`src/pkg/flash_sector_pkg.sv`:
```
/*
  Shared constants for the flash sector select and status block: register
  indices and byte addresses, field positions, reset values and widths.
  Assumes an APB slave with 32-bit data, one aligned word per register.
*/
package flash_sector_pkg;

  localparam int ADDR_W   = 24;
  localparam int DATA_W   = 32;
  localparam int REG_W    = 16;
  localparam int NSECT    = 12;
  localparam int NLOW     = 10;
  localparam int NEV      = 3;

  // Printed offsets are not all multiples of four: they are indices
  localparam logic [ADDR_W-1:0] IDX_SEL_LOW   = 24'h0e0004;
  localparam logic [ADDR_W-1:0] IDX_SEL_HIGH  = 24'h0e0006;
  localparam logic [ADDR_W-1:0] IDX_INT_STAT  = 24'h0e0020;
  localparam logic [ADDR_W-1:0] IDX_INT_MASK  = 24'h0e0022;
  localparam logic [ADDR_W-1:0] IDX_CTRL      = 24'h0e0024;
  localparam int                IDX_SHIFT     = 2;

  localparam logic [ADDR_W-1:0] ADDR_SEL_LOW  = IDX_SEL_LOW << IDX_SHIFT;
  localparam logic [ADDR_W-1:0] ADDR_SEL_HIGH = IDX_SEL_HIGH << IDX_SHIFT;
  localparam logic [ADDR_W-1:0] ADDR_INT_STAT = IDX_INT_STAT << IDX_SHIFT;
  localparam logic [ADDR_W-1:0] ADDR_INT_MASK = IDX_INT_MASK << IDX_SHIFT;
  localparam logic [ADDR_W-1:0] ADDR_CTRL     = IDX_CTRL << IDX_SHIFT;

  // Field positions
  localparam int HIGH_S10_POS    = 0;
  localparam int HIGH_S11_POS    = 1;
  localparam int HIGH_BANK_POS   = 8;
  localparam int HIGH_LEGACY_POS = 9;
  localparam int LOW_S10_POS     = 10;
  localparam int LOW_S11_POS     = 11;
  localparam int CTRL_OPERATION_SUSPEND_POS   = 14;

  // Interrupt event positions
  localparam int EV_ERR_POS  = 0;
  localparam int EV_OPERATION_SUSPEND_POS = 1;
  localparam int EV_DONE_POS = 2;

  localparam logic [REG_W-1:0]  SEL_RESET  = 16'h0000;
  localparam logic [NEV-1:0]    EV_RESET   = 3'h0;
  localparam logic [DATA_W-1:0] RDATA_ZERO = 32'h00000000;

endpackage : flash_sector_pkg

```
`src/rtl/sector_status_cell.sv`:
```
/*
  One sector or bank status bit: software selects it, hardware reports
  into it and clears it. Assumes all inputs are on core_clk.
*/
`timescale 1ns/10ps
module sector_status_cell (
  // Clock and reset
  input  wire logic core_clk,
  input  wire logic rst,
  // Software side
  input  wire logic swWrite,
  input  wire logic swData,
  input  wire logic swLocked,
  // Hardware side
  input  wire logic hwWrite,
  input  wire logic hwData,
  input  wire logic hwClear,
  // State
  output logic      bitQ
);

  logic bit_d;

  // Hardware report wins over clear, clear over software
  always_comb begin
    bit_d = bitQ;
    if (hwWrite) begin
      bit_d = hwData;
    end else if (hwClear) begin
      bit_d = 1'b0;
    end else if (swWrite && !swLocked) begin
      bit_d = swData;
    end
  end

  always_ff @(posedge core_clk or posedge rst) begin
    if (rst) begin
      bitQ <= 1'b0;
    end else begin
      bitQ <= bit_d;
    end
  end

endmodule : sector_status_cell

```
`src/rtl/flash_sector_select_status.sv`:
```
/*
  Sector select and erase status registers of the flash controller, with
  an APB slave, sticky event flags, a mask and one interrupt line.
  Assumes the program/erase state machine runs on core_clk and reports
  busy, operation flags, status updates and completion with a pulse.
*/
// Chosen here: the APB interface to the registers.
// How it works
// - Low register bits 9:0 pick sectors 0 to 9 for sector erase.
// - High register bits 1:0 pick sectors 10 and 11.
// - During erase, hardware writes per-sector status into the sector bits.
// - A write finishing without error clears all sector bits.
// - During erase, hardware updates the bank status at high bit 8.
// - An erase ending without error clears the bank status.
// - High bit 9 always reads the bank status.
// - Low bits 11:10 are the same storage as high bits 1:0.
// - With erase flag set, set bits mean erase errors.
// - Erase clear and suspend set means suspended; both clear means nothing.
// - Any number of sectors may be chosen before the launch.
// - A suspend control bit pauses program or erase for reads elsewhere.
`timescale 1ns/10ps
module flash_sector_select_status (
  // Clock and reset
  input  wire logic                                  core_clk,
  input  wire logic                                  rst,
  // APB slave
  input  wire logic                                  psel,
  input  wire logic                                  penable,
  input  wire logic                                  pwrite,
  input  wire logic [flash_sector_pkg::ADDR_W-1:0]   paddr,
  input  wire logic [flash_sector_pkg::DATA_W-1:0]   pwdata,
  output logic      [flash_sector_pkg::DATA_W-1:0]   prdata,
  output logic                                       pready,
  output logic                                       pslverr,
  // Program/erase state machine
  input  wire logic                                  fsmBusy,
  input  wire logic                                  fsmEraseFlag,
  input  wire logic                                  fsmSuspendFlag,
  input  wire logic                                  fsmStatusWrite,
  input  wire logic [flash_sector_pkg::NSECT-1:0]    fsmSectorStatus,
  input  wire logic                                  fsmBankStatus,
  input  wire logic                                  fsmDone,
  input  wire logic                                  fsmDoneErase,
  input  wire logic                                  fsmDoneError,
  // To the state machine and status users
  output logic      [flash_sector_pkg::NSECT-1:0]    sectorSelect,
  output logic                                       operationSuspend,
  output logic      [flash_sector_pkg::NSECT-1:0]    sectorEraseError,
  output logic      [flash_sector_pkg::NSECT-1:0]    sectorSuspended,
  output logic                                       bankEraseError,
  output logic                                       bankSuspended,
  // Interrupt
  output logic                                       irq
);

  import flash_sector_pkg::*;

  // Bus decode
  wire logic setupPhase;
  wire logic accessPhase;
  wire logic writeTaken;
  wire logic readTaken;
  wire logic hitLow;
  wire logic hitHigh;
  wire logic hitStat;
  wire logic hitMask;
  wire logic hitCtrl;
  wire logic hitAny;

  assign setupPhase  = psel && !penable;
  assign accessPhase = psel && penable && pready;
  assign writeTaken  = accessPhase && pwrite && !pslverr;
  assign readTaken   = accessPhase && !pwrite && !pslverr;
  assign hitLow      = (paddr == ADDR_SEL_LOW);
  assign hitHigh     = (paddr == ADDR_SEL_HIGH);
  assign hitStat     = (paddr == ADDR_INT_STAT);
  assign hitMask     = (paddr == ADDR_INT_MASK);
  assign hitCtrl     = (paddr == ADDR_CTRL);
  assign hitAny      = hitLow || hitHigh || hitStat || hitMask || hitCtrl;

  // Sector and bank storage
  logic [NSECT-1:0] sectorQ;
  logic             bankQ;

  wire logic [NSECT-1:0] swSectWrite;
  wire logic [NSECT-1:0] swSectData;
  wire logic             hwSectWrite;
  wire logic             hwBankWrite;
  wire logic             cleanWriteEnd;
  wire logic             cleanEraseEnd;

  // Low copy of sectors 10 and 11 is the same storage as the high copy
  genvar gi;
  generate
    for (gi = 0; gi < NSECT; gi++) begin : g_sect
      if (gi < NLOW) begin : g_low
        assign swSectWrite[gi] = writeTaken && hitLow;
        assign swSectData[gi]  = pwdata[gi];
      end else begin : g_high
        assign swSectWrite[gi] = writeTaken && (hitLow || hitHigh);
        assign swSectData[gi]  = hitLow ? pwdata[gi] : pwdata[gi - NLOW];
      end
      sector_status_cell u_cell (
        .core_clk (core_clk),
        .rst      (rst),
        .swWrite  (swSectWrite[gi]),
        .swData   (swSectData[gi]),
        .swLocked (fsmBusy),
        .hwWrite  (hwSectWrite),
        .hwData   (fsmSectorStatus[gi]),
        .hwClear  (cleanWriteEnd),
        .bitQ     (sectorQ[gi])
      );
    end
  endgenerate

  // Hardware owns the bits while busy; software selection is locked out
  assign hwSectWrite   = fsmStatusWrite && fsmBusy;
  assign hwBankWrite   = fsmStatusWrite && fsmBusy;
  assign cleanWriteEnd = fsmDone && !fsmDoneError;
  assign cleanEraseEnd = fsmDone && fsmDoneErase && !fsmDoneError;

  // Bank status is never software writable
  sector_status_cell u_bank (
    .core_clk (core_clk),
    .rst      (rst),
    .swWrite  (1'b0),
    .swData   (1'b0),
    .swLocked (1'b1),
    .hwWrite  (hwBankWrite),
    .hwData   (fsmBankStatus),
    .hwClear  (cleanEraseEnd),
    .bitQ     (bankQ)
  );

  // Register read images; reserved bits read zero
  wire logic [REG_W-1:0] lowImage;
  wire logic [REG_W-1:0] highImage;

  assign lowImage = {{(REG_W - NSECT){1'b0}}, sectorQ};
  assign highImage = {{(REG_W - HIGH_LEGACY_POS - 1){1'b0}},
                      bankQ,
                      bankQ,
                      {(HIGH_BANK_POS - HIGH_S11_POS - 1){1'b0}},
                      sectorQ[LOW_S11_POS],
                      sectorQ[LOW_S10_POS]};

  // Suspend control
  logic suspend_q;
  logic suspend_d;

  // A control write wins; otherwise cleared when the operation completes
  always_comb begin
    suspend_d = suspend_q;
    if (writeTaken && hitCtrl) begin
      suspend_d = pwdata[CTRL_OPERATION_SUSPEND_POS];
    end else if (fsmDone) begin
      suspend_d = 1'b0;
    end
  end

  // Events
  wire logic [NEV-1:0] evPulse;
  logic      [NEV-1:0] evStat_q;
  logic      [NEV-1:0] evStat_d;
  logic      [NEV-1:0] evMask_q;
  logic      [NEV-1:0] evMask_d;
  wire logic           anyReported;

  assign anyReported = (|fsmSectorStatus) || fsmBankStatus;
  assign evPulse[EV_ERR_POS]  = hwSectWrite && fsmEraseFlag && anyReported;
  assign evPulse[EV_OPERATION_SUSPEND_POS] = hwSectWrite && !fsmEraseFlag && fsmSuspendFlag
                                && anyReported;
  assign evPulse[EV_DONE_POS] = cleanWriteEnd;

  // A new event beats the read that clears it
  always_comb begin
    evStat_d = evStat_q;
    if (readTaken && hitStat) begin
      evStat_d = {NEV{1'b0}};
    end
    evStat_d = evStat_d | evPulse;
  end

  always_comb begin
    evMask_d = evMask_q;
    if (writeTaken && hitMask) begin
      evMask_d = pwdata[NEV-1:0];
    end
  end

  // Read words, reserved bits zero
  wire logic [DATA_W-1:0] lowWord;
  wire logic [DATA_W-1:0] highWord;
  wire logic [DATA_W-1:0] statWord;
  wire logic [DATA_W-1:0] maskWord;
  wire logic [DATA_W-1:0] ctrlWord;
  wire logic [DATA_W-1:0] rdSel;

  assign lowWord  = {{(DATA_W - REG_W){1'b0}}, lowImage};
  assign highWord = {{(DATA_W - REG_W){1'b0}}, highImage};
  assign statWord = {{(DATA_W - NEV){1'b0}}, evStat_q};
  assign maskWord = {{(DATA_W - NEV){1'b0}}, evMask_q};
  assign ctrlWord = {{(DATA_W - CTRL_OPERATION_SUSPEND_POS - 1){1'b0}}, suspend_q, {CTRL_OPERATION_SUSPEND_POS{1'b0}}};
  // Unmapped addresses read zero
  assign rdSel    = hitLow  ? lowWord  :
                    hitHigh ? highWord :
                    hitStat ? statWord :
                    hitMask ? maskWord :
                    hitCtrl ? ctrlWord : RDATA_ZERO;

  // Status meaning depends on the operation flags
  wire logic showErr;
  wire logic showSusp;

  assign showErr  = fsmEraseFlag;
  assign showSusp = !fsmEraseFlag && fsmSuspendFlag;

  // Zero on writes keeps prdata quiet outside reads
  wire logic [DATA_W-1:0] rdNext;

  assign rdNext = (setupPhase && !pwrite) ? rdSel : RDATA_ZERO;

  // Bus answer: one wait-free access cycle after every setup cycle
  always_ff @(posedge core_clk or posedge rst) begin
    if (rst) begin
      pready  <= 1'b0;
      pslverr <= 1'b0;
    end else begin
      pready  <= setupPhase;
      pslverr <= setupPhase && !hitAny;
    end
  end

  always_ff @(posedge core_clk or posedge rst) begin
    if (rst) begin
      prdata <= RDATA_ZERO;
    end else begin
      prdata <= rdNext;
    end
  end

  // Control and event state
  always_ff @(posedge core_clk or posedge rst) begin
    if (rst) begin
      suspend_q <= 1'b0;
      evStat_q  <= EV_RESET;
      evMask_q  <= EV_RESET;
    end else begin
      suspend_q <= suspend_d;
      evStat_q  <= evStat_d;
      evMask_q  <= evMask_d;
    end
  end

  // Status shown only under its flag pair
  wire logic [NSECT-1:0] sectErrNext;
  wire logic [NSECT-1:0] sectSuspNext;
  wire logic             irqNext;

  assign sectErrNext  = showErr ? sectorQ : {NSECT{1'b0}};
  assign sectSuspNext = showSusp ? sectorQ : {NSECT{1'b0}};
  assign irqNext      = |(evStat_q & evMask_q);

  // Registered outputs, one cycle behind the storage
  always_ff @(posedge core_clk or posedge rst) begin
    if (rst) begin
      sectorSelect     <= {NSECT{1'b0}};
      operationSuspend <= 1'b0;
    end else begin
      sectorSelect     <= sectorQ;
      operationSuspend <= suspend_q;
    end
  end

  // Erase error view
  always_ff @(posedge core_clk or posedge rst) begin
    if (rst) begin
      sectorEraseError <= {NSECT{1'b0}};
      bankEraseError   <= 1'b0;
    end else begin
      sectorEraseError <= sectErrNext;
      bankEraseError   <= showErr && bankQ;
    end
  end

  // Suspend view
  always_ff @(posedge core_clk or posedge rst) begin
    if (rst) begin
      sectorSuspended <= {NSECT{1'b0}};
      bankSuspended   <= 1'b0;
    end else begin
      sectorSuspended <= sectSuspNext;
      bankSuspended   <= showSusp && bankQ;
    end
  end

  // Interrupt level, one cycle late
  always_ff @(posedge core_clk or posedge rst) begin
    if (rst) begin
      irq <= 1'b0;
    end else begin
      irq <= irqNext;
    end
  end

endmodule : flash_sector_select_status

```
`config.mk`:
```
export PLATFORM = sky130hd
export DESIGN_NAME = flash_sector_select_status
export DESIGN_NICKNAME = d
export VERILOG_FILES = /design/src/pkg/flash_sector_pkg.sv /design/src/rtl/sector_status_cell.sv /design/src/rtl/flash_sector_select_status.sv
export SDC_FILE = /design/constraint.sdc
export NUM_CORES = 1
export LEC_CHECK = 0
export BUFFER_PORTS_ARGS = -buffer_cell sky130_fd_sc_hd__buf_2
export CORE_UTILIZATION = 40
export CTS_BUF_LIST = sky130_fd_sc_hd__clkbuf_8
export DETAILED_ROUTE_END_ITERATION = 6
export HOLD_SLACK_MARGIN = 0.15
export PLACE_DENSITY = 0.7
export SETUP_SLACK_MARGIN = 0.1
export SLEW_MARGIN = 20
export SYNTH_ARGS = -nofsm -noshare
export SYNTH_HDL_FRONTEND = slang
export SYNTH_SLANG_ARGS = --single-unit
```
`constraint.sdc`:
```
create_clock -name core_clk -period 6.2 [get_ports core_clk]
set_clock_uncertainty 0.05 [all_clocks]
set_input_delay 1.55 -clock core_clk [delete_from_list [all_inputs] [get_ports core_clk]]
set_output_delay 1.55 -clock core_clk [all_outputs]
set_load 0.02 [all_outputs]
```
==> impl_metrics.yaml, run 1 <==
setup_path:
  max_stage_delay_ns: 0.89
  crit_fanout: 17
  endpoint_kind: "flip-flop"
  worstReg2RegStart: "pready$_DFF_PP0_"
  crit_chain: "buf_2 > and2_1 > nor2_1 > o21a_1 > mux2_4"
  crit_required_ns: 6.38
  crit_path_start_kind: "input port"
  crit_type: "in2reg"
  cp-startpoint: "fsmBusy"
  arrival_ns: 3.96
  crit_slowest_cell: "nor2_1"
floorplanning:
  ios: 155
  core_area_mm2: 0.007687
  start_util_pct: 41.24
  num_rows: 32
  die_y_um: 91.03
  die-area_mm2: 0.008286
  die_x_um: 91.03
placement:
  io_buffer_count: 116
  place.gp.congestion: 0.9090
  dp.cells: 459
  post-dp-hpwl_um: 5314
synth:
  avgSynthCellArea_um2: 12.73
  synthMuxAreaShare_pct: 7.774
  async_flop_share_pct: 100.0
  syn_inst: 249
  ys_types: 42
  synth_top_area_share_pct: 59.19
  synth_edf_count: 0
  syn-cell-area_mm2: 0.003171
  seq_area_frac_synth_pct: 59.19
  synth_flop_cell: "dfrtp_1"
  ys_warn_count: 0
  yosysTopAreaCell: "dfrtp_1"
  synth_top_family_by_area: "simple AND/OR/NAND/NOR gates"
  yosys-top-cells-count: "75 x dfrtp_1, 28 x and2_1, 19 x buf_4"
  ys_seq_elements: 75
  synth_most_common_cell: "dfrtp_1"
  synth-compound-area-share_pct: 6.906
  yosys-top-cells-area: "dfrtp_1 59%, and2_1 5.5%, mux2_4 4.7%"
  synth_xor_area_share_pct: 0
  synth-adder-area-share_pct: 0
  synthSimpleGateAreaFrac_pct: 19.69
clock_tree:
  cts_tree: "done"
  clockBufferDepth: 2
  htree_levels: 3
  cts_made_buffers: 9
  clk_latency_ns: 0.34
  cts_root_buffer: "clkbuf_8"
  cts_resized: 0
  clk_pin_slew_ns: 0.08
  cts_setup_buffers: 0
  cts_sinks: 75
  holdBufCountCts: 0
global_routing:
  grt_pass1_vias: 2153
  grt_overflow: 0
  grt_pass1_wl_um: 11260
  antenna_found_initial: 0
  grt_max_degree: 76
  grt_use_total_pct: 18.11
timing:
  fin_crit_ns: 3.786
  finalSetupViolations: 0
  drv_slew: 0
  fin_crit_sh_pct: 61.06
  slew_headroom_pct: 30.81
  fmax_mhz: 264.2
  setup_tns_ns: 0
  rsz0062_at_grt: "false"
  worst_pin_slew_ns: 1.034
  finalHoldViolations: 0
pwr:
  leakage_nw: 2.127
  p_per_area_mw_per_mm2: 284.6
  ir_worst_vdd_mv: 0.1336
finish:
  drive_above_1_share_pct: 42.09
  nets: 449
  fin_cells: 475
  syn2layout_area_growth_pct: 26.05
  num_antenna_cells: 0
outcome:
  status: "finished, final reports clean"
route:
  drt_iter0_drc: 71
  routed_wl_um: 7198
  post_drt_wl_per_cell_um: 15.15
  vias: 2281
  postRouteAntennaNets: 0
  drc_errors: 0
  dr.pass1.iters: 4
  vias_per_cell: 4.802
job:
  cap_violations: 0
worst_hold_path:
  hold_path_class: "reg2reg"
  min_from: "suspend_q$_DFFE_PP0P_"
## metal layers
metal  up-vias  wire length (µm)  track usage (%)
li1       1073                 -                -
met1      1089              3279            23.92
met2       109              3344            29.04
met3        10               470            3.769
met4         0               104            7.540
met5         -                 0                0
## layout make-up
| class | count | area, µm² |
|---|---|---|
| multi-input cells | 160 | 1161 |
| inverters | 5 | 18.77 |
| fillers | 703 | 3691 |
| clock inverters | 7 | 100.1 |
| clock buffers | 9 | 123.9 |
| well taps | 102 | 127.6 |
| repair buffers | 117 | 588.1 |
| flip-flops and latches | 75 | 1877 |
## layout by cell type, fill, tap and decap left out, drive strengths merged, types with 2 or more instances in the layout
| cell type | netlist | final |
|---|---|---|
| and2 | 28 | 28 |
| bufinv | 0 | 2 |
| nand3 | 3 | 3 |
| a22o | 10 | 10 |
| o221ai | 2 | 2 |
| nor2 | 8 | 8 |
| buf | 21 | 117 |
| nor4 | 6 | 6 |
| and3 | 8 | 8 |
| a21oi | 3 | 3 |
| mux2i | 4 | 4 |
| inv | 5 | 7 |
| nand4 | 4 | 4 |
| clkbuf | 6 | 9 |
| conb | 1 | 19 |
| and4b | 2 | 2 |
| a32o | 2 | 2 |
| nor4b | 2 | 2 |
| o21ai | 6 | 6 |
| clkinvlp | 0 | 2 |
| nand2 | 13 | 13 |
| nor3 | 7 | 7 |
| dfrtp | 75 | 75 |
| a211oi | 2 | 2 |
| nor2b | 5 | 5 |
| mux2 | 15 | 15 |
## final timing paths
check / cells after the start / slack [ns] / end
setup / recovery: 5 / 2.41 / g_sect[2].u_cell.bitQ$_DFFE_PP0P_
hold / removal: 0 / 0.35 / operationSuspend$_DFF_PP0_
setup reg to reg: 4 / 4.41 / g_sect[2].u_cell.bitQ$_DFFE_PP0P_
hold reg to reg: 0 / 0.35 / operationSuspend$_DFF_PP0_
max in group asynchronous: 3 / 4.11 / evMask_q[0]$_DFFE_PP0P_
min in group asynchronous: 3 / 1.43 / sectorEraseError[9]$_DFF_PP0_
## state kept, by name, summed over array words and instances (netlist names)
| name | cells |
|---|---|
| sectorSuspended | 12 |
| sectorEraseError | 12 |
| irq | 1 |
| pready | 1 |
| u_bank.bitQ | 1 |
| operationSuspend | 1 |
| pslverr | 1 |
| evMask_q | 3 |
| g_sect.u_cell.bitQ | 12 |
| sectorSelect | 12 |
| evStat_q | 3 |
| suspend_q | 1 |
| bankSuspended | 1 |
| bankEraseError | 1 |
| prdata | 13 |
## cells by family after synthesis
group / count (synthesis)
flip-flops: 75
buffers and inverters: 32
other: 1
AND/OR/NAND/NOR: 93
multiplexers: 19
AO/OA/AOI/OAI: 29
## through the flow
step	util [%]	area [µm²]	setup slack (ns)	hold slack, ns	power (mW)
2_1_floorplan	-	3238	2.690	0.3092	0.6717
3_3_place_gp	49.07	3772	2.092	0.3276	0.7300
3_5_place_dp	49.07	3772	2.029	0.3375	0.7340
4_1_cts	51.99	3996	2.402	0.3551	1.147
5_1_grt	51.99	3996	2.261	0.3825	1.185
6_report	51.99	3996	2.415	0.3541	1.137
## worst max-delay path, delay by kind of cell
family                 cells  cell delay, ns
AO/OA/AOI/OAI              1            0.68
buffers and inverters      1            0.11
multiplexers               1            0.35
AND/OR/NAND/NOR            2            1.25
## power breakdown
| group | leakage (nW) | internal [mW] | switching (mW) |
|---|---|---|---|
| Clock | 0.108 | 0.230 | 0.185 |
| Combinational | 1.05 | 0.0673 | 0.103 |
| Sequential | 0.974 | 0.529 | 0.0234 |
| Total | 2.13 | 0.826 | 0.312 |
Power figures use the tool's default switching activity.
==> inputs of run 2 (changes only) <==
- clock period: 6.2 -> 4 ns (I/O delays scaled with it)
==> impl_metrics.yaml, run 2 (same netlist as run 1, synthesis figures left out) <==
outcome:
  status: "finished, final reports clean"
setup_path:
  critPathTopFamily: "simple AND/OR/NAND/NOR gates"
  arrival_ns: 2.67
  crit_type: "in2reg"
  crit_slowest_cell: "nor2_1"
  max_stage_delay_ns: 0.55
  crit_buf_inv: 1
  endpoint_kind: "flip-flop"
  rrSetupSlack_ns: 2.32
  crit_chain: "buf_2 > nor4_4 > nand4_4 > nor2_1 > mux2i_1 > o221ai_1"
  crit_path_start_kind: "input port"
  crit_required_ns: 4.14
  crit_fanout: 9
worst_hold_path:
  hold_path_class: "reg2reg"
timing:
  rsz0062_at_grt: "false"
  slew_headroom_pct: 36.95
  finalHoldViolations: 0
  fin_crit_ns: 2.528
  fin_crit_sh_pct: 63.20
  finalSetupViolations: 0
  setup_tns_ns: 0
  fmax_mhz: 395.6
  drv_slew: 0
  worst_pin_slew_ns: 0.9439
floorplanning:
  die_x_um: 91.03
  die_y_um: 91.03
  core_area_mm2: 0.007687
  start_util_pct: 41.24
  die-area_mm2: 0.008286
  num_rows: 32
  ios: 155
clock_tree:
  htree_levels: 3
  clk_pin_slew_ns: 0.08
  cts_resized: 0
  holdBufCountCts: 0
  clk_latency_ns: 0.34
  cts_setup_buffers: 0
  cts_tree: "done"
  cts_sinks: 75
  cts_made_buffers: 9
  cts_root_buffer: "clkbuf_8"
  clockBufferDepth: 2
finish:
  final_common_cell: "buf_2"
  drive_above_1_share_pct: 42.71
  nets: 453
  num_antenna_cells: 0
  layout_common_cells: "116 x buf_2, 75 x dfrtp_1, 28 x and2_1, 19 x conb_1, 13 x nand2_1"
  syn2layout_area_growth_pct: 27.31
  largest_register_ffs: 13
  regMostFlops: "prdata"
global_routing:
  grt_pass1_wl_um: 11320
  grt_max_degree: 32
  grt_pass1_vias: 2241
  grt_use_total_pct: 18.27
  antenna_found_initial: 0
  grt_overflow: 0
placement:
  io_buffer_count: 116
  post-dp-hpwl_um: 5460
  place.gp.congestion: 0.8986
route:
  dr.pass1.iters: 4
  vias: 2307
  drt_iter0_drc: 102
  vias_per_cell: 4.816
  routed_wl_um: 7194
  drc_errors: 0
  post_drt_wl_per_cell_um: 15.02
  postRouteAntennaNets: 0
pwr:
  ir_worst_vdd_mv: 0.1875
  leakage_nw: 2.158
  p_per_area_mw_per_mm2: 441.5
  total_power_mw: 1.782
job:
  cap_violations: 0
==> run 2: changes by cell type in the layout (fill, tap and decap cells not counted) <==
cell,previous run,this run
inv_8,1,0
clkinv_4,0,1
clkinvlp_4,2,0
buf_4,1,5
clkbuf_8,9,11
==> run 2: worst paths after layout <==
path,start,end,cells after the start
worst max-delay path,paddr[14],g_sect[10].u_cell.bitQ$_DFFE_PP0P_,6
worst min-delay path,suspend_q$_DFFE_PP0P_,operationSuspend$_DFF_PP0_,0
worst max register to register,pslverr$_DFF_PP0_,evMask_q[0]$_DFFE_PP0P_,4
worst min register to register,suspend_q$_DFFE_PP0P_,operationSuspend$_DFF_PP0_,0
max in group asynchronous,rst,sectorSuspended[2]$_DFF_PP0_,3
min in group asynchronous,rst,sectorEraseError[11]$_DFF_PP0_,2
==> run 2: cell type report <==
| type | count | area, µm² |
|---|---|---|
| fillers | 698 | 3651 |
| flip-flops and latches | 75 | 1877 |
| multi-input cells | 160 | 1161 |
| repair buffers | 121 | 618.1 |
| clock buffers | 11 | 151.4 |
| well taps | 102 | 127.6 |
| clock inverters | 5 | 82.58 |
| inverters | 5 | 18.77 |
==> run 2: through the flow <==
step | std cells | util, % | hold slack (ns) | setup slack, ns | instance area, µm²
final | 479 | 52.51 | 0.3532 | 1.472 | 4036
after global routing | 479 | 52.51 | 0.3735 | 1.347 | 4036
after CTS | 479 | 52.51 | 0.3587 | 1.451 | 4036
after detailed placement | 463 | 49.46 | 0.3397 | 1.124 | 3802
after global placement | 463 | 49.46 | 0.3285 | 1.132 | 3802
after floorplan | 267 | - | 0.3092 | 1.040 | 3238
==> run 2: report_power, final <==
group	total, mW	internal [mW]	switching [mW]
logic	0.267	0.107	0.160
registers	0.855	0.819	0.0358
clock network	0.660	0.388	0.272
==> run 2: routing by layer <==
layer  GRT usage [%]  part of all wire, %  vias up
li1                -                    -     1079
met1           23.56                   44     1097
met2           29.23                   46      119
met3           4.858                  7.5       12
met4           7.540                  1.8        0
met5               0                    0        -
